<file path="src/core/mps_pkg.sv">
// package for the margin and phase-shed configuration block
// assumes a serial slave elsewhere delivers completed register writes
package mps_pkg;
    localparam logic [7:0] MPS_ADDR_NB = 8'h00;
    localparam logic [7:0] MPS_ADDR_CORE = 8'h01;
    localparam logic [7:0] MPS_ADDR_PS = 8'h02;
    localparam logic [7:0] MPS_RST_NB = 8'h00;
    localparam logic [7:0] MPS_RST_CORE = 8'h00;
    localparam logic [7:0] MPS_RST_PS = 8'h01;
    localparam logic [7:0] MPS_PS_WR_MASK = 8'h7f;
    localparam int MPS_OVP_BIT = 7;
    localparam int MPS_PG_BIT = 6;
    localparam int MPS_PS_OFFDIS_BIT = 6;
    // voltages in mV, then phase counts
    localparam int MPS_OVP_FLOOR_MV = 1800;
    localparam int MPS_OVP_LO_MV = 250;
    localparam int MPS_OVP_HI_MV = 500;
    localparam int MPS_PG_CORE_UP_LO_MV = 250;
    localparam int MPS_PG_CORE_UP_HI_MV = 300;
    localparam int MPS_PG_DN_LO_MV = 300;
    localparam int MPS_PG_DN_HI_MV = 350;
    localparam int MPS_PG_HYST_MV = 50;
    localparam int MPS_OFFSET_STEP_MV = 25;
    localparam int MPS_MAX_PHASES = 4;
    localparam logic [2:0] MPS_ALL_PHASES = 3'd4;

    typedef struct packed {
        logic [15:0] ovp_trip_mv;
        logic [15:0] pg_upper_mv;
        logic [15:0] pg_lower_mv;
        logic signed [15:0] offset_mv;
    } mps_rail_type;

    typedef struct packed {
        logic [7:0] addr;
        logic [7:0] data;
    } mps_write_type;

    typedef enum logic [1:0] {
        MPS_FULL = 2'b00,
        MPS_SHED = 2'b01,
        MPS_SAVE = 2'b11,
        MPS_ADD = 2'b10
    } mps_state_type;
endpackage : mps_pkg

</file>
<file path="src/core/mps_rail_decode.sv">
// one regulator's decode of an 8-bit margin register plus power-good hysteresis
// assumes voltages in mV as unsigned 16-bit values
`timescale 1ns/1ns
module mps_rail_decode
    import mps_pkg::*;
#(
    parameter bit IS_CORE = 1'b0
) (
    input wire logic clk, // clock
    input wire logic srst, // sync reset
    input wire logic [7:0] cfg, // margin register
    input wire logic offset_gate, // drop offset
    input wire logic [15:0] nominal_target_voltage, // dac mV
    input wire logic [15:0] sensed_mv, // sensed output mV
    output mps_rail_type rail, // decoded thresholds
    output logic power_good // hysteretic status
);
    logic signed [15:0] offs;
    logic [15:0] ovp_sum;
    logic [15:0] up_mv;
    logic [15:0] dn_mv;
    logic pg_reg;
    logic pg_next;

    always_comb begin
        offs = offset_gate ? 16'sh0000
            : 16'(signed'(cfg[5:0]) * 16'(MPS_OFFSET_STEP_MV));
        ovp_sum = nominal_target_voltage
            + (cfg[MPS_OVP_BIT] ? 16'(MPS_OVP_HI_MV) : 16'(MPS_OVP_LO_MV));
        up_mv = nominal_target_voltage
            + (cfg[MPS_PG_BIT] ? 16'(MPS_PG_CORE_UP_HI_MV) : 16'(MPS_PG_CORE_UP_LO_MV));
        if (!IS_CORE) begin
            up_mv = 16'hffff;
        end
        dn_mv = nominal_target_voltage
            - (cfg[MPS_PG_BIT] ? 16'(MPS_PG_DN_HI_MV) : 16'(MPS_PG_DN_LO_MV));
        rail.ovp_trip_mv = (ovp_sum > 16'(MPS_OVP_FLOOR_MV)) ? ovp_sum : 16'(MPS_OVP_FLOOR_MV);
        rail.pg_upper_mv = up_mv;
        rail.pg_lower_mv = dn_mv;
        rail.offset_mv = offs;
        if (pg_reg) begin
            pg_next = (sensed_mv >= dn_mv) && (sensed_mv <= up_mv);
        end else begin
            pg_next = (sensed_mv >= dn_mv + 16'(MPS_PG_HYST_MV))
                && (IS_CORE ? sensed_mv + 16'(MPS_PG_HYST_MV) <= up_mv : 1'b1);
        end
    end

    always_ff @(posedge clk) begin
        if (srst) begin
            pg_reg <= 1'b0;
        end else begin
            pg_reg <= pg_next;
        end
    end
    assign power_good = pg_reg;

    a_pg_hyst_hold: assert property (@(posedge clk) disable iff (srst)
        pg_reg && sensed_mv >= dn_mv && sensed_mv <= up_mv |=> pg_reg)
        else $error("power good dropped inside window");
endmodule : mps_rail_decode

</file>
<file path="src/core/mps_margin_shed.sv">
// top of the margin and phase-shed configuration block
// assumes the serial slave hands completed writes and a pwm cycle pulse
`timescale 1ns/1ns
module mps_margin_shed
    import mps_pkg::*;
(
    input wire logic clk, // 125 MHz clock
    input wire logic srst, // sync reset, power-on
    input wire logic wr_done, // write transaction complete
    input mps_write_type wr, // completed write
    input wire logic [7:0] rd_addr, // current read address
    output logic [7:0] rd_data, // read data
    input wire logic pwm_cycle, // one pulse per pwm cycle
    input wire logic power_saving_request, // high requests saving
    input wire logic [15:0] nb_target_mv, // nb dac mV
    input wire logic [15:0] core_target_mv, // core dac mV
    input wire logic [15:0] nb_sense_mv, // nb sensed mV
    input wire logic [15:0] core_sense_mv, // core sensed mV
    output mps_rail_type nb_rail, // nb thresholds
    output mps_rail_type core_rail, // core thresholds
    output logic nb_power_good, // nb status
    output logic core_power_good, // core status
    output logic [2:0] active_phases, // phases running
    output logic saving_mode // in saving mode
);
    // ------------------------------------------------------------
    // registers
    // ------------------------------------------------------------
    logic [7:0] nb_cfg_reg;
    logic [7:0] nb_cfg_next;
    logic [7:0] core_cfg_reg;
    logic [7:0] core_cfg_next;
    logic [7:0] ps_cfg_reg;
    logic [7:0] ps_cfg_next;

    always_comb begin
        nb_cfg_next = nb_cfg_reg;
        core_cfg_next = core_cfg_reg;
        ps_cfg_next = ps_cfg_reg;
        if (wr_done) begin
            case (wr.addr)
                MPS_ADDR_NB: nb_cfg_next = wr.data;
                MPS_ADDR_CORE: core_cfg_next = wr.data;
                MPS_ADDR_PS: ps_cfg_next = wr.data & MPS_PS_WR_MASK;
                default: ;
            endcase
        end
    end

    always_ff @(posedge clk) begin
        if (srst) begin
            nb_cfg_reg <= MPS_RST_NB;
            core_cfg_reg <= MPS_RST_CORE;
            ps_cfg_reg <= MPS_RST_PS;
        end else begin
            nb_cfg_reg <= nb_cfg_next;
            core_cfg_reg <= core_cfg_next;
            ps_cfg_reg <= ps_cfg_next;
        end
    end

    logic [7:0] rd_next;
    logic [7:0] rd_reg;
    always_comb begin
        case (rd_addr)
            MPS_ADDR_NB: rd_next = nb_cfg_reg;
            MPS_ADDR_CORE: rd_next = core_cfg_reg;
            MPS_ADDR_PS: rd_next = ps_cfg_reg;
            default: rd_next = 8'h00;
        endcase
    end
    always_ff @(posedge clk) begin
        if (srst) begin
            rd_reg <= 8'h00;
        end else begin
            rd_reg <= rd_next;
        end
    end
    assign rd_data = rd_reg;

    // ------------------------------------------------------------
    // phase shedding
    // ------------------------------------------------------------
    mps_state_type st_reg;
    mps_state_type st_next;
    logic [2:0] ph_reg;
    logic [2:0] ph_next;
    logic [2:0] wait_reg;
    logic [2:0] wait_next;
    logic [2:0] target_ph;
    logic [2:0] drop_gap;
    logic [2:0] add_gap;

    // spacing code to cycles; code 3 gives zero cycles, meaning all at once
    function automatic logic [2:0] gap_cycles(input logic [1:0] code);
        case (code)
            2'b00: gap_cycles = 3'd1;
            2'b01: gap_cycles = 3'd2;
            2'b10: gap_cycles = 3'd4;
            default: gap_cycles = 3'd0;
        endcase
    endfunction : gap_cycles

    always_comb begin
        target_ph = ps_cfg_reg[1] ? 3'd3 : (ps_cfg_reg[0] ? 3'd2 : 3'd1);
        drop_gap = gap_cycles(ps_cfg_reg[5:4]);
        add_gap = gap_cycles(ps_cfg_reg[3:2]);
        st_next = st_reg;
        ph_next = ph_reg;
        wait_next = wait_reg;
        case (st_reg)
            MPS_FULL: begin
                if (power_saving_request) begin
                    st_next = MPS_SHED;
                    wait_next = drop_gap;
                end
            end
            MPS_SHED: begin
                if (!power_saving_request) begin
                    st_next = MPS_ADD;
                    wait_next = add_gap;
                end else if (ph_reg <= target_ph) begin
                    st_next = MPS_SAVE;
                    // target raised mid-shed: take it at once, as saving does
                    ph_next = target_ph;
                end else if (drop_gap == 3'd0) begin
                    ph_next = target_ph;
                end else if (pwm_cycle) begin
                    if (wait_reg <= 3'd1) begin
                        ph_next = ph_reg - 3'd1;
                        wait_next = drop_gap;
                    end else begin
                        wait_next = wait_reg - 3'd1;
                    end
                end
            end
            MPS_SAVE: begin
                if (!power_saving_request) begin
                    st_next = MPS_ADD;
                    wait_next = add_gap;
                end else if (ph_reg != target_ph) begin
                    st_next = MPS_SHED;
                    wait_next = drop_gap;
                    if (ph_reg < target_ph) begin
                        ph_next = target_ph;
                    end
                end
            end
            MPS_ADD: begin
                if (power_saving_request) begin
                    st_next = MPS_SHED;
                    wait_next = drop_gap;
                end else if (ph_reg >= MPS_ALL_PHASES) begin
                    st_next = MPS_FULL;
                end else if (add_gap == 3'd0) begin
                    ph_next = MPS_ALL_PHASES;
                end else if (pwm_cycle) begin
                    if (wait_reg <= 3'd1) begin
                        ph_next = ph_reg + 3'd1;
                        wait_next = add_gap;
                    end else begin
                        wait_next = wait_reg - 3'd1;
                    end
                end
            end
            default: begin
                st_next = MPS_FULL;
                ph_next = MPS_ALL_PHASES;
            end
        endcase
    end

    always_ff @(posedge clk) begin
        if (srst) begin
            st_reg <= MPS_FULL;
            ph_reg <= MPS_ALL_PHASES;
            wait_reg <= 3'd0;
        end else begin
            st_reg <= st_next;
            ph_reg <= ph_next;
            wait_reg <= wait_next;
        end
    end

    assign active_phases = ph_reg;
    assign saving_mode = (st_reg == MPS_SHED) || (st_reg == MPS_SAVE);

    // ------------------------------------------------------------
    // rail decode
    // ------------------------------------------------------------
    logic core_off_gate;
    assign core_off_gate = saving_mode && ps_cfg_reg[MPS_PS_OFFDIS_BIT];

    mps_rail_decode #(.IS_CORE(1'b0)) u_nb (
        .clk(clk),
        .srst(srst),
        .cfg(nb_cfg_reg),
        .offset_gate(1'b0),
        .nominal_target_voltage(nb_target_mv),
        .sensed_mv(nb_sense_mv),
        .rail(nb_rail),
        .power_good(nb_power_good)
    );
    mps_rail_decode #(.IS_CORE(1'b1)) u_core (
        .clk(clk),
        .srst(srst),
        .cfg(core_cfg_reg),
        .offset_gate(core_off_gate),
        .nominal_target_voltage(core_target_mv),
        .sensed_mv(core_sense_mv),
        .rail(core_rail),
        .power_good(core_power_good)
    );

    // ------------------------------------------------------------
    // checks
    // ------------------------------------------------------------
    a_reset_values: assert property (@(posedge clk)
        srst |=> nb_cfg_reg == MPS_RST_NB && ps_cfg_reg == MPS_RST_PS)
        else $error("reset values wrong");
    a_write_applies: assert property (@(posedge clk) disable iff (srst)
        wr_done && wr.addr == MPS_ADDR_CORE |=> core_cfg_reg == $past(wr.data))
        else $error("core write not applied");
    a_addr_decode: assert property (@(posedge clk) disable iff (srst)
        wr_done && wr.addr == MPS_ADDR_NB |=> $stable(core_cfg_reg) && $stable(ps_cfg_reg))
        else $error("write hit wrong register");
    a_reserved_zero: assert property (@(posedge clk) disable iff (srst)
        ps_cfg_reg[7] == 1'b0)
        else $error("reserved bit stored");
    a_ovp_floor: assert property (@(posedge clk) disable iff (srst)
        core_rail.ovp_trip_mv >= 16'(MPS_OVP_FLOOR_MV))
        else $error("overvoltage trip below floor");
    a_offset_gate: assert property (@(posedge clk) disable iff (srst)
        saving_mode && ps_cfg_reg[MPS_PS_OFFDIS_BIT] |-> core_rail.offset_mv == 16'sh0000)
        else $error("core offset applied while disabled");
    a_nb_offset: assert property (@(posedge clk) disable iff (srst)
        nb_cfg_reg[5:0] == 6'h20 |-> nb_rail.offset_mv == -16'sd800)
        else $error("offset decode wrong");
    a_save_count: assert property (@(posedge clk) disable iff (srst)
        st_reg == MPS_SAVE && $stable(ps_cfg_reg) |-> ph_reg == target_ph)
        else $error("saving phase count wrong");
    a_drop_at_once: assert property (@(posedge clk) disable iff (srst)
        st_reg == MPS_SHED && power_saving_request && drop_gap == 3'd0
        && ph_reg > target_ph |=> ph_reg == target_ph)
        else $error("drop at once failed");
    a_add_at_once: assert property (@(posedge clk) disable iff (srst)
        st_reg == MPS_ADD && !power_saving_request && add_gap == 3'd0 |=> ph_reg == MPS_ALL_PHASES)
        else $error("add at once failed");
    a_enter_saving: assert property (@(posedge clk) disable iff (srst)
        st_reg == MPS_FULL && power_saving_request |=> saving_mode)
        else $error("saving not entered");
    a_leave_saving: assert property (@(posedge clk) disable iff (srst)
        saving_mode && !power_saving_request |=> !saving_mode)
        else $error("saving not left");
    a_read_decode: assert property (@(posedge clk) disable iff (srst)
        rd_addr == MPS_ADDR_PS |=> rd_data == $past(ps_cfg_reg))
        else $error("read data wrong");
    a_unmapped_ignored: assert property (@(posedge clk) disable iff (srst)
        wr_done && wr.addr > MPS_ADDR_PS
        |=> $stable(nb_cfg_reg) && $stable(core_cfg_reg) && $stable(ps_cfg_reg))
        else $error("unmapped write stored");
    a_phase_range: assert property (@(posedge clk) disable iff (srst)
        active_phases >= 3'd1 && active_phases <= MPS_ALL_PHASES)
        else $error("phase count out of range");
    a_drop_single: assert property (@(posedge clk) disable iff (srst)
        st_reg == MPS_SHED && drop_gap != 3'd0 && ph_reg > target_ph
        |=> ph_reg + 3'd1 >= $past(ph_reg))
        else $error("more than one phase dropped");
    a_add_single: assert property (@(posedge clk) disable iff (srst)
        st_reg == MPS_ADD && add_gap != 3'd0 |=> ph_reg <= $past(ph_reg) + 3'd1)
        else $error("more than one phase added");

    c_shed: cover property (@(posedge clk) disable iff (srst) st_reg == MPS_SAVE);
    c_readd: cover property (@(posedge clk) disable iff (srst)
        st_reg == MPS_ADD ##1 st_reg == MPS_FULL);
    c_pg: cover property (@(posedge clk) disable iff (srst) core_power_good);
    c_step_add: cover property (@(posedge clk) disable iff (srst)
        st_reg == MPS_ADD && pwm_cycle && wait_reg <= 3'd1 && add_gap != 3'd0);
    c_offset_gated: cover property (@(posedge clk) disable iff (srst) core_off_gate);
endmodule : mps_margin_shed

</file>
<file path="config.mk">
export PLATFORM = sky130hd
export DESIGN_NAME = mps_margin_shed
export DESIGN_NICKNAME = d
export VERILOG_FILES = /design/src/core/mps_pkg.sv /design/src/core/mps_rail_decode.sv /design/src/core/mps_margin_shed.sv
export SDC_FILE = /design/constraint.sdc
export NUM_CORES = 1
export LEC_CHECK = 0
export BUFFER_PORTS_ARGS = -buffer_cell sky130_fd_sc_hd__buf_4
export CAP_MARGIN = 10
export CORE_MARGIN = 2
export CORE_UTILIZATION = 30
export DETAILED_ROUTE_END_ITERATION = 7
export MAX_ROUTING_LAYER = met4
export SKIP_CTS_REPAIR_TIMING = 1
export SLEW_MARGIN = 20
export SYNTH_ARGS = -nofsm -noshare
export SYNTH_HDL_FRONTEND = slang
export SYNTH_HIERARCHICAL = 1
export SYNTH_SLANG_ARGS = --single-unit
</file>
<file path="constraint.sdc">
create_clock -name clk -period 8.5 [get_ports clk]
set_input_delay 2.125 -clock clk [delete_from_list [all_inputs] [get_ports clk]]
set_output_delay 2.125 -clock clk [all_outputs]
set_load 0.005 [all_outputs]
</file>
==> results.cfg, run 1 <==
[status]
outcome = finished clean

[power]
p_leak_nw = 5.34
power.density_nw_per_um2 = 80.0
peakVddDrop_mv = 0.0577

[logic_synthesis]
synth-main-ff-cell = dfxtp_1
postSynthAreaPerCell_um2 = 7.74
yosysMostFrequentCell = ha_1
synth_top_area_frac = 0.229
netlist_top_cells_area = ha_1, dfxtp_1, xnor2_1
synth_xor_area_frac = 0.120
ys_warn_count = 6
ys_types = 94
synth_common_cells = ha_1, nor2_1, inv_1
synth_top_family_by_area = adder cells
yosys-mux-area-fraction = 0.0405
async_flop_share = 0
synth_fa_ha_area_frac = 0.254
synth_compound_area_frac = 0.188
synth-seq-cells = 41
synth-simple-area-share = 0.215
netlist_area_um2 = 8950
syn_inst = 1156
ys_seq_area_frac = 0.0917
synth_edf_count = 0
yosysTopAreaCell = ha_1

[critical_path]
cp_data_arrival_time_ns = 4.73
worst_r2r_endpoint = u_core/power_good
cp_cell_sequence = buf_4 > ha_1 > inv_1 > fa_1 > nand2b_1 > a31oi_1 > nand3_1 > xnor2_1 > or4_1 > a21o_1 > and2_1 > buf_4
start_kind = input port
r2r_cells = 17
worstSetupEndpointType = primary output
reg2reg_from = core_cfg_reg[6]
cp_slowest_cell = or4_1
worstSetupPathType = input port to primary output
cp.required_ns = 6.38
reg2reg_slack_ns = 3.94
slowest_delay_ns = 0.67
crit_top_cell = buf_4
crit_fanout = 6

[route]
wl_per_cell_um = 15.0
firstDrtPassIters = 5
routed_via_density = 5.00
finalWirelength_mm = 25.8
drcViolationCount = 0
first_iter_violations = 349
final_antenna_net_count = 0
vias = 8609

[timing]
rsz0062_at_grt = no
max_freq_mhz = 146
setup_tns_ns = 0
setup_viol = 0
whs_ns = 0.530
slew_viol_final = 0
finClkSkew_ns = 0.00453
period_share = 0.807
hold_viol_final = 0
tightest_slew_ns = 1.01
relSlewSlack = 0.323
period_needed_ns = 6.86

[global_routing]
grt_pass1_wl_mm = 40.8
overflow = 0
grt_pass1_vias = 8179
grt_util_all_layers = 0.164
antenna_found_initial = 0
grt_max_degree = 37

[die]
rows = 63
design.core.area_um2 = 29500
io_pins = 235
die_h_um = 177
dieArea_um2 = 31200
initial_utilization = 0.304
die_width_um = 177

[min_path]
worstHoldStart = ps_cfg_reg[6]
holdPathStages = 2
holdPathEnd = ps_cfg_reg[6]
hold_class = register to register

[clock_network]
clk_path_buf_depth = 2
cts_buffers = 5
cts.sinks = 41
clk_latency_ns = 0.29
clockRootBuffer = clkbuf_16
cts.reportedPaths.clkPinSlew_ns = 0.07
h-tree-depth = 2
cts_tree = built

[finish]
fin_nets = 1598
fillers = 3093
drive_gt1_frac = 0.197
multiInputGateArea_um2 = 7380
areaGrowthSynthToFinish_pct = 21.7
final_area_um2 = 10900
seqCellArea_um2 = 821
antenna_cells = 0

[placed_design]
gp_congestion = 0.879
portBuffers = 218
placed_cell_area_um2 = 10700
dpl.hpwl_mm = 21.7

[flow_run]
max-cap-violations = 0
==> layer usage <==
metal | vias up | routed length, um | track usage
li1 | 4351 | - | -
met1 | 4033 | 12000 | 0.211
met2 | 205 | 12100 | 0.273
met3 | 20 | 1350 | 0.0258
met4 | 0 | 355 | 0.0317
met5 | - | 0 | -
==> cells in the final DEF (no fill, tap or decap), types with 19 or more instances in the layout <==
master | netlist | final
xnor2_1 | 74 | 74
buf_4 | 31 | 218
inv_1 | 108 | 108
nand3_1 | 21 | 21
nor2_1 | 129 | 129
a21oi_1 | 68 | 68
conb_1 | 2 | 19
ha_1 | 164 | 164
o21ai_0 | 36 | 36
nor2b_1 | 35 | 35
xor2_1 | 38 | 38
mux2i_1 | 34 | 34
nand4_1 | 24 | 24
nand2_1 | 47 | 47
a21o_1 | 31 | 31
nor3_1 | 21 | 21
dfxtp_1 | 41 | 41
==> final cells by class <==
type,instances,area share
repair buffers,218,0.150
clock buffers,5,0.0115
well taps,390,0.0448
inverters,111,0.0382
multi-input cells,953,0.678
clock inverters,3,0.00230
flip-flops and latches,41,0.0753
==> critical path: cells and delay by family <==
| kind | cells | cell delay (ns) |
|---|---|---|
| compound gates | 2 | 0.50 |
| buf+inv | 3 | 0.27 |
| fa+ha+maj | 2 | 0.54 |
| simple gates | 4 | 1.15 |
| xor+xnor | 1 | 0.16 |
==> kinds of logic (layout without fill, tap and decap cells) <==
kind of cell,Yosys count,after routing
buffers and inverters,179,337
AO/OA/AOI/OAI,238,238
AND/OR/NAND/NOR,369,369
other,2,19
multiplexers,35,35
flip-flops,41,41
XOR/XNOR,117,117
adder cells (fa/ha/maj),175,175
==> how the worst max path moves through the flow <==
stage,cells after the start,to,slack (ns),startpoint
floorplan,11,nb_rail[48],2.06,nb_target_mv[1]
global placement,12,nb_rail[49],1.72,nb_target_mv[1]
detailed placement,12,nb_rail[49],1.66,nb_target_mv[1]
CTS,12,nb_rail[49],1.66,nb_target_mv[1]
global route,12,nb_rail[49],1.49,nb_target_mv[1]
finish,12,nb_rail[49],1.64,nb_target_mv[1]
==> per-stage QoR <==
step	total power (W)	util	instances	setup WS, ns
final	0.000872	0.370	1721	1.64
after global routing	0.000943	0.370	1721	1.49
after CTS	0.000882	0.370	1721	1.66
after detailed placement	0.000674	0.365	1713	1.66
after global placement	0.000667	0.365	1713	1.72
after floorplan	0.000502	-	1173	2.06
==> power breakdown <==
part,total [W],internal (W),leakage [nW],switching (W)
Clock,0.000199,0.000111,0.0708,0.0000882
Sequential,0.000202,0.000196,0.332,0.00000643
Combinational,0.000470,0.000219,4.93,0.000251
Total,0.000872,0.000526,5.34,0.000346
(Power assumes the default switching activity.)
==> run 2: changes to the inputs <==
==> constraint.sdc (replaced) <==
create_clock -name clk -period 6.48 [get_ports clk]
set_input_delay 1.62 -clock clk [delete_from_list [all_inputs] [get_ports clk]]
set_output_delay 1.62 -clock clk [all_outputs]
set_load 0.005 [all_outputs]
==> results.cfg, run 2 (synthesized netlist as in run 1, its figures left out) <==
[critical_path]
crit_top_cell = buf_4
worstSetupEndpointType = primary output
cp_data_arrival_time_ns = 4.24
cp_num_buf_inv = 3
cp.required_ns = 4.86
cp_slowest_cell = or4_1
cp_cell_sequence = buf_4 > ha_1 > inv_1 > fa_1 > nand2b_1 > a31oi_1 > nand3_1 > xnor2_1 > or4_1 > a21o_1 > and2_1 > buf_4
start_kind = input port
crit_fanout = 6
worstSetupPathType = input port to primary output
path_delay_family = simple AND/OR/NAND/NOR gates
reg2reg_slack_ns = 1.98
slowest_delay_ns = 0.66

[timing]
finClkSkew_ns = 0.00564
slew_viol_final = 0
max_freq_mhz = 171
period_share = 0.905
setup_viol = 0
setup_tns_ns = 0
period_needed_ns = 5.86
tightest_slew_ns = 0.914
relSlewSlack = 0.388
worst_slack_ns = 0.617
hold_viol_final = 0
rsz0062_at_grt = no

[power]
peakVddDrop_mv = 0.0935
power.density_nw_per_um2 = 105
p_leak_nw = 5.34

[route]
finalWirelength_mm = 26.0
first_iter_violations = 387
routed_via_density = 5.01
firstDrtPassIters = 5
drcViolationCount = 0
vias = 8621
wl_per_cell_um = 15.1
final_antenna_net_count = 0

[status]
outcome = finished clean

[clock_network]
clk_path_buf_depth = 2
cts.reportedPaths.clkPinSlew_ns = 0.06
h-tree-depth = 2
cts.sinks = 41
cts_buffers = 5
cts_tree = built
clockRootBuffer = clkbuf_16
clk_latency_ns = 0.29

[die]
initial_utilization = 0.304
io_pins = 235
die_width_um = 177
die_h_um = 177
design.core.area_um2 = 29500
dieArea_um2 = 31200
rows = 63

[finish]
antenna_cells = 0
areaGrowthSynthToFinish_pct = 21.8
mostFrequentLayoutCells = buf_4, ha_1, nor2_1
layout_commonest_cell = buf_4
drive_gt1_frac = 0.197
fin_nets = 1599

[global_routing]
grt_util_all_layers = 0.166
overflow = 0
use_met1 = 0.214
grt_pass1_vias = 8321
grt_max_degree = 37
grt_use_met3 = 0.0232
grtUsageMet2 = 0.277
top_usage_layer = met2
grt_pass1_wl_mm = 41.2
antenna_found_initial = 0

[placed_design]
pre_cts_slack_ns = 0.629
portBuffers = 218
dpl.hpwl_mm = 21.9
gp_congestion = 0.884

[min_path]
hold_class = register to register

[flow_run]
max-cap-violations = 0
==> run 2: cell count changes in the layout (fill, tap and decap cells not counted) <==
| cell | change |
|---|---|
| clkinv_4 | +1 |
| buf_4 | +1 |
| inv_6 | -1 |
==> run 2: final timing paths <==
check | from | endpoint | depth (start not counted)
worst max-delay path | nb_target_mv[1] | nb_rail[48] | 12
worst min-delay path | ps_cfg_reg[6] | ps_cfg_reg[6] | 2
worst max register to register | core_cfg_reg[6] | u_core/power_good | 17
worst min register to register | ps_cfg_reg[6] | ps_cfg_reg[6] | 2
==> run 2: routing by layer <==
| metal | wire [um] | vias up |
|---|---|---|
| met5 | 0 | - |
| met4 | 325 | 0 |
| met3 | 1460 | 16 |
| met2 | 12300 | 224 |
| met1 | 11900 | 4030 |
| li1 | - | 4351 |
==> run 2: through the flow <==
step	std cells	power [W]	area (um2)	hold slack, ns	util
floorplan	1173	0.000658	9020	0.468	-
global placement	1714	0.000875	10800	0.501	0.365
detailed placement	1714	0.000886	10800	0.513	0.365
CTS	1722	0.00116	10900	0.529	0.370
global route	1722	0.00124	10900	0.576	0.370
finish	1722	0.00115	10900	0.521	0.370
==> run 2: area by class of cell <==
class	count	area, um2
fill	3167	18600
timing repair buffer	219	1640
inverter	111	417
sequential	41	821
clock inverter	3	25.0
tap	390	488
clock buffer	5	125
multi-input combinational	953	7380
==> run 2: where the power goes <==
group | total, W | internal [W] | switching, W
Sequential | 0.000265 | 0.000257 | 0.00000843
Clock | 0.000262 | 0.000145 | 0.000117
Combinational | 0.000618 | 0.000288 | 0.000330
==> run 2: worst reg2reg max path, stage by stage (launching register included) <==
cell,delay [ns]
dfxtp_1,0.53
inv_1,0.18
ha_1,0.47
nand4_1,0.12
a21boi_1,0.38
nor2_1,0.10
xnor2_1,0.41
inv_1,0.10
and3_1,0.19
xnor2_1,0.13
ha_1,0.31
a21o_1,0.18
a21o_1,0.18
a211oi_1,0.22
o21bai_1,0.10
a21o_1,0.18
a221o_1,0.38
a32o_1,0.22
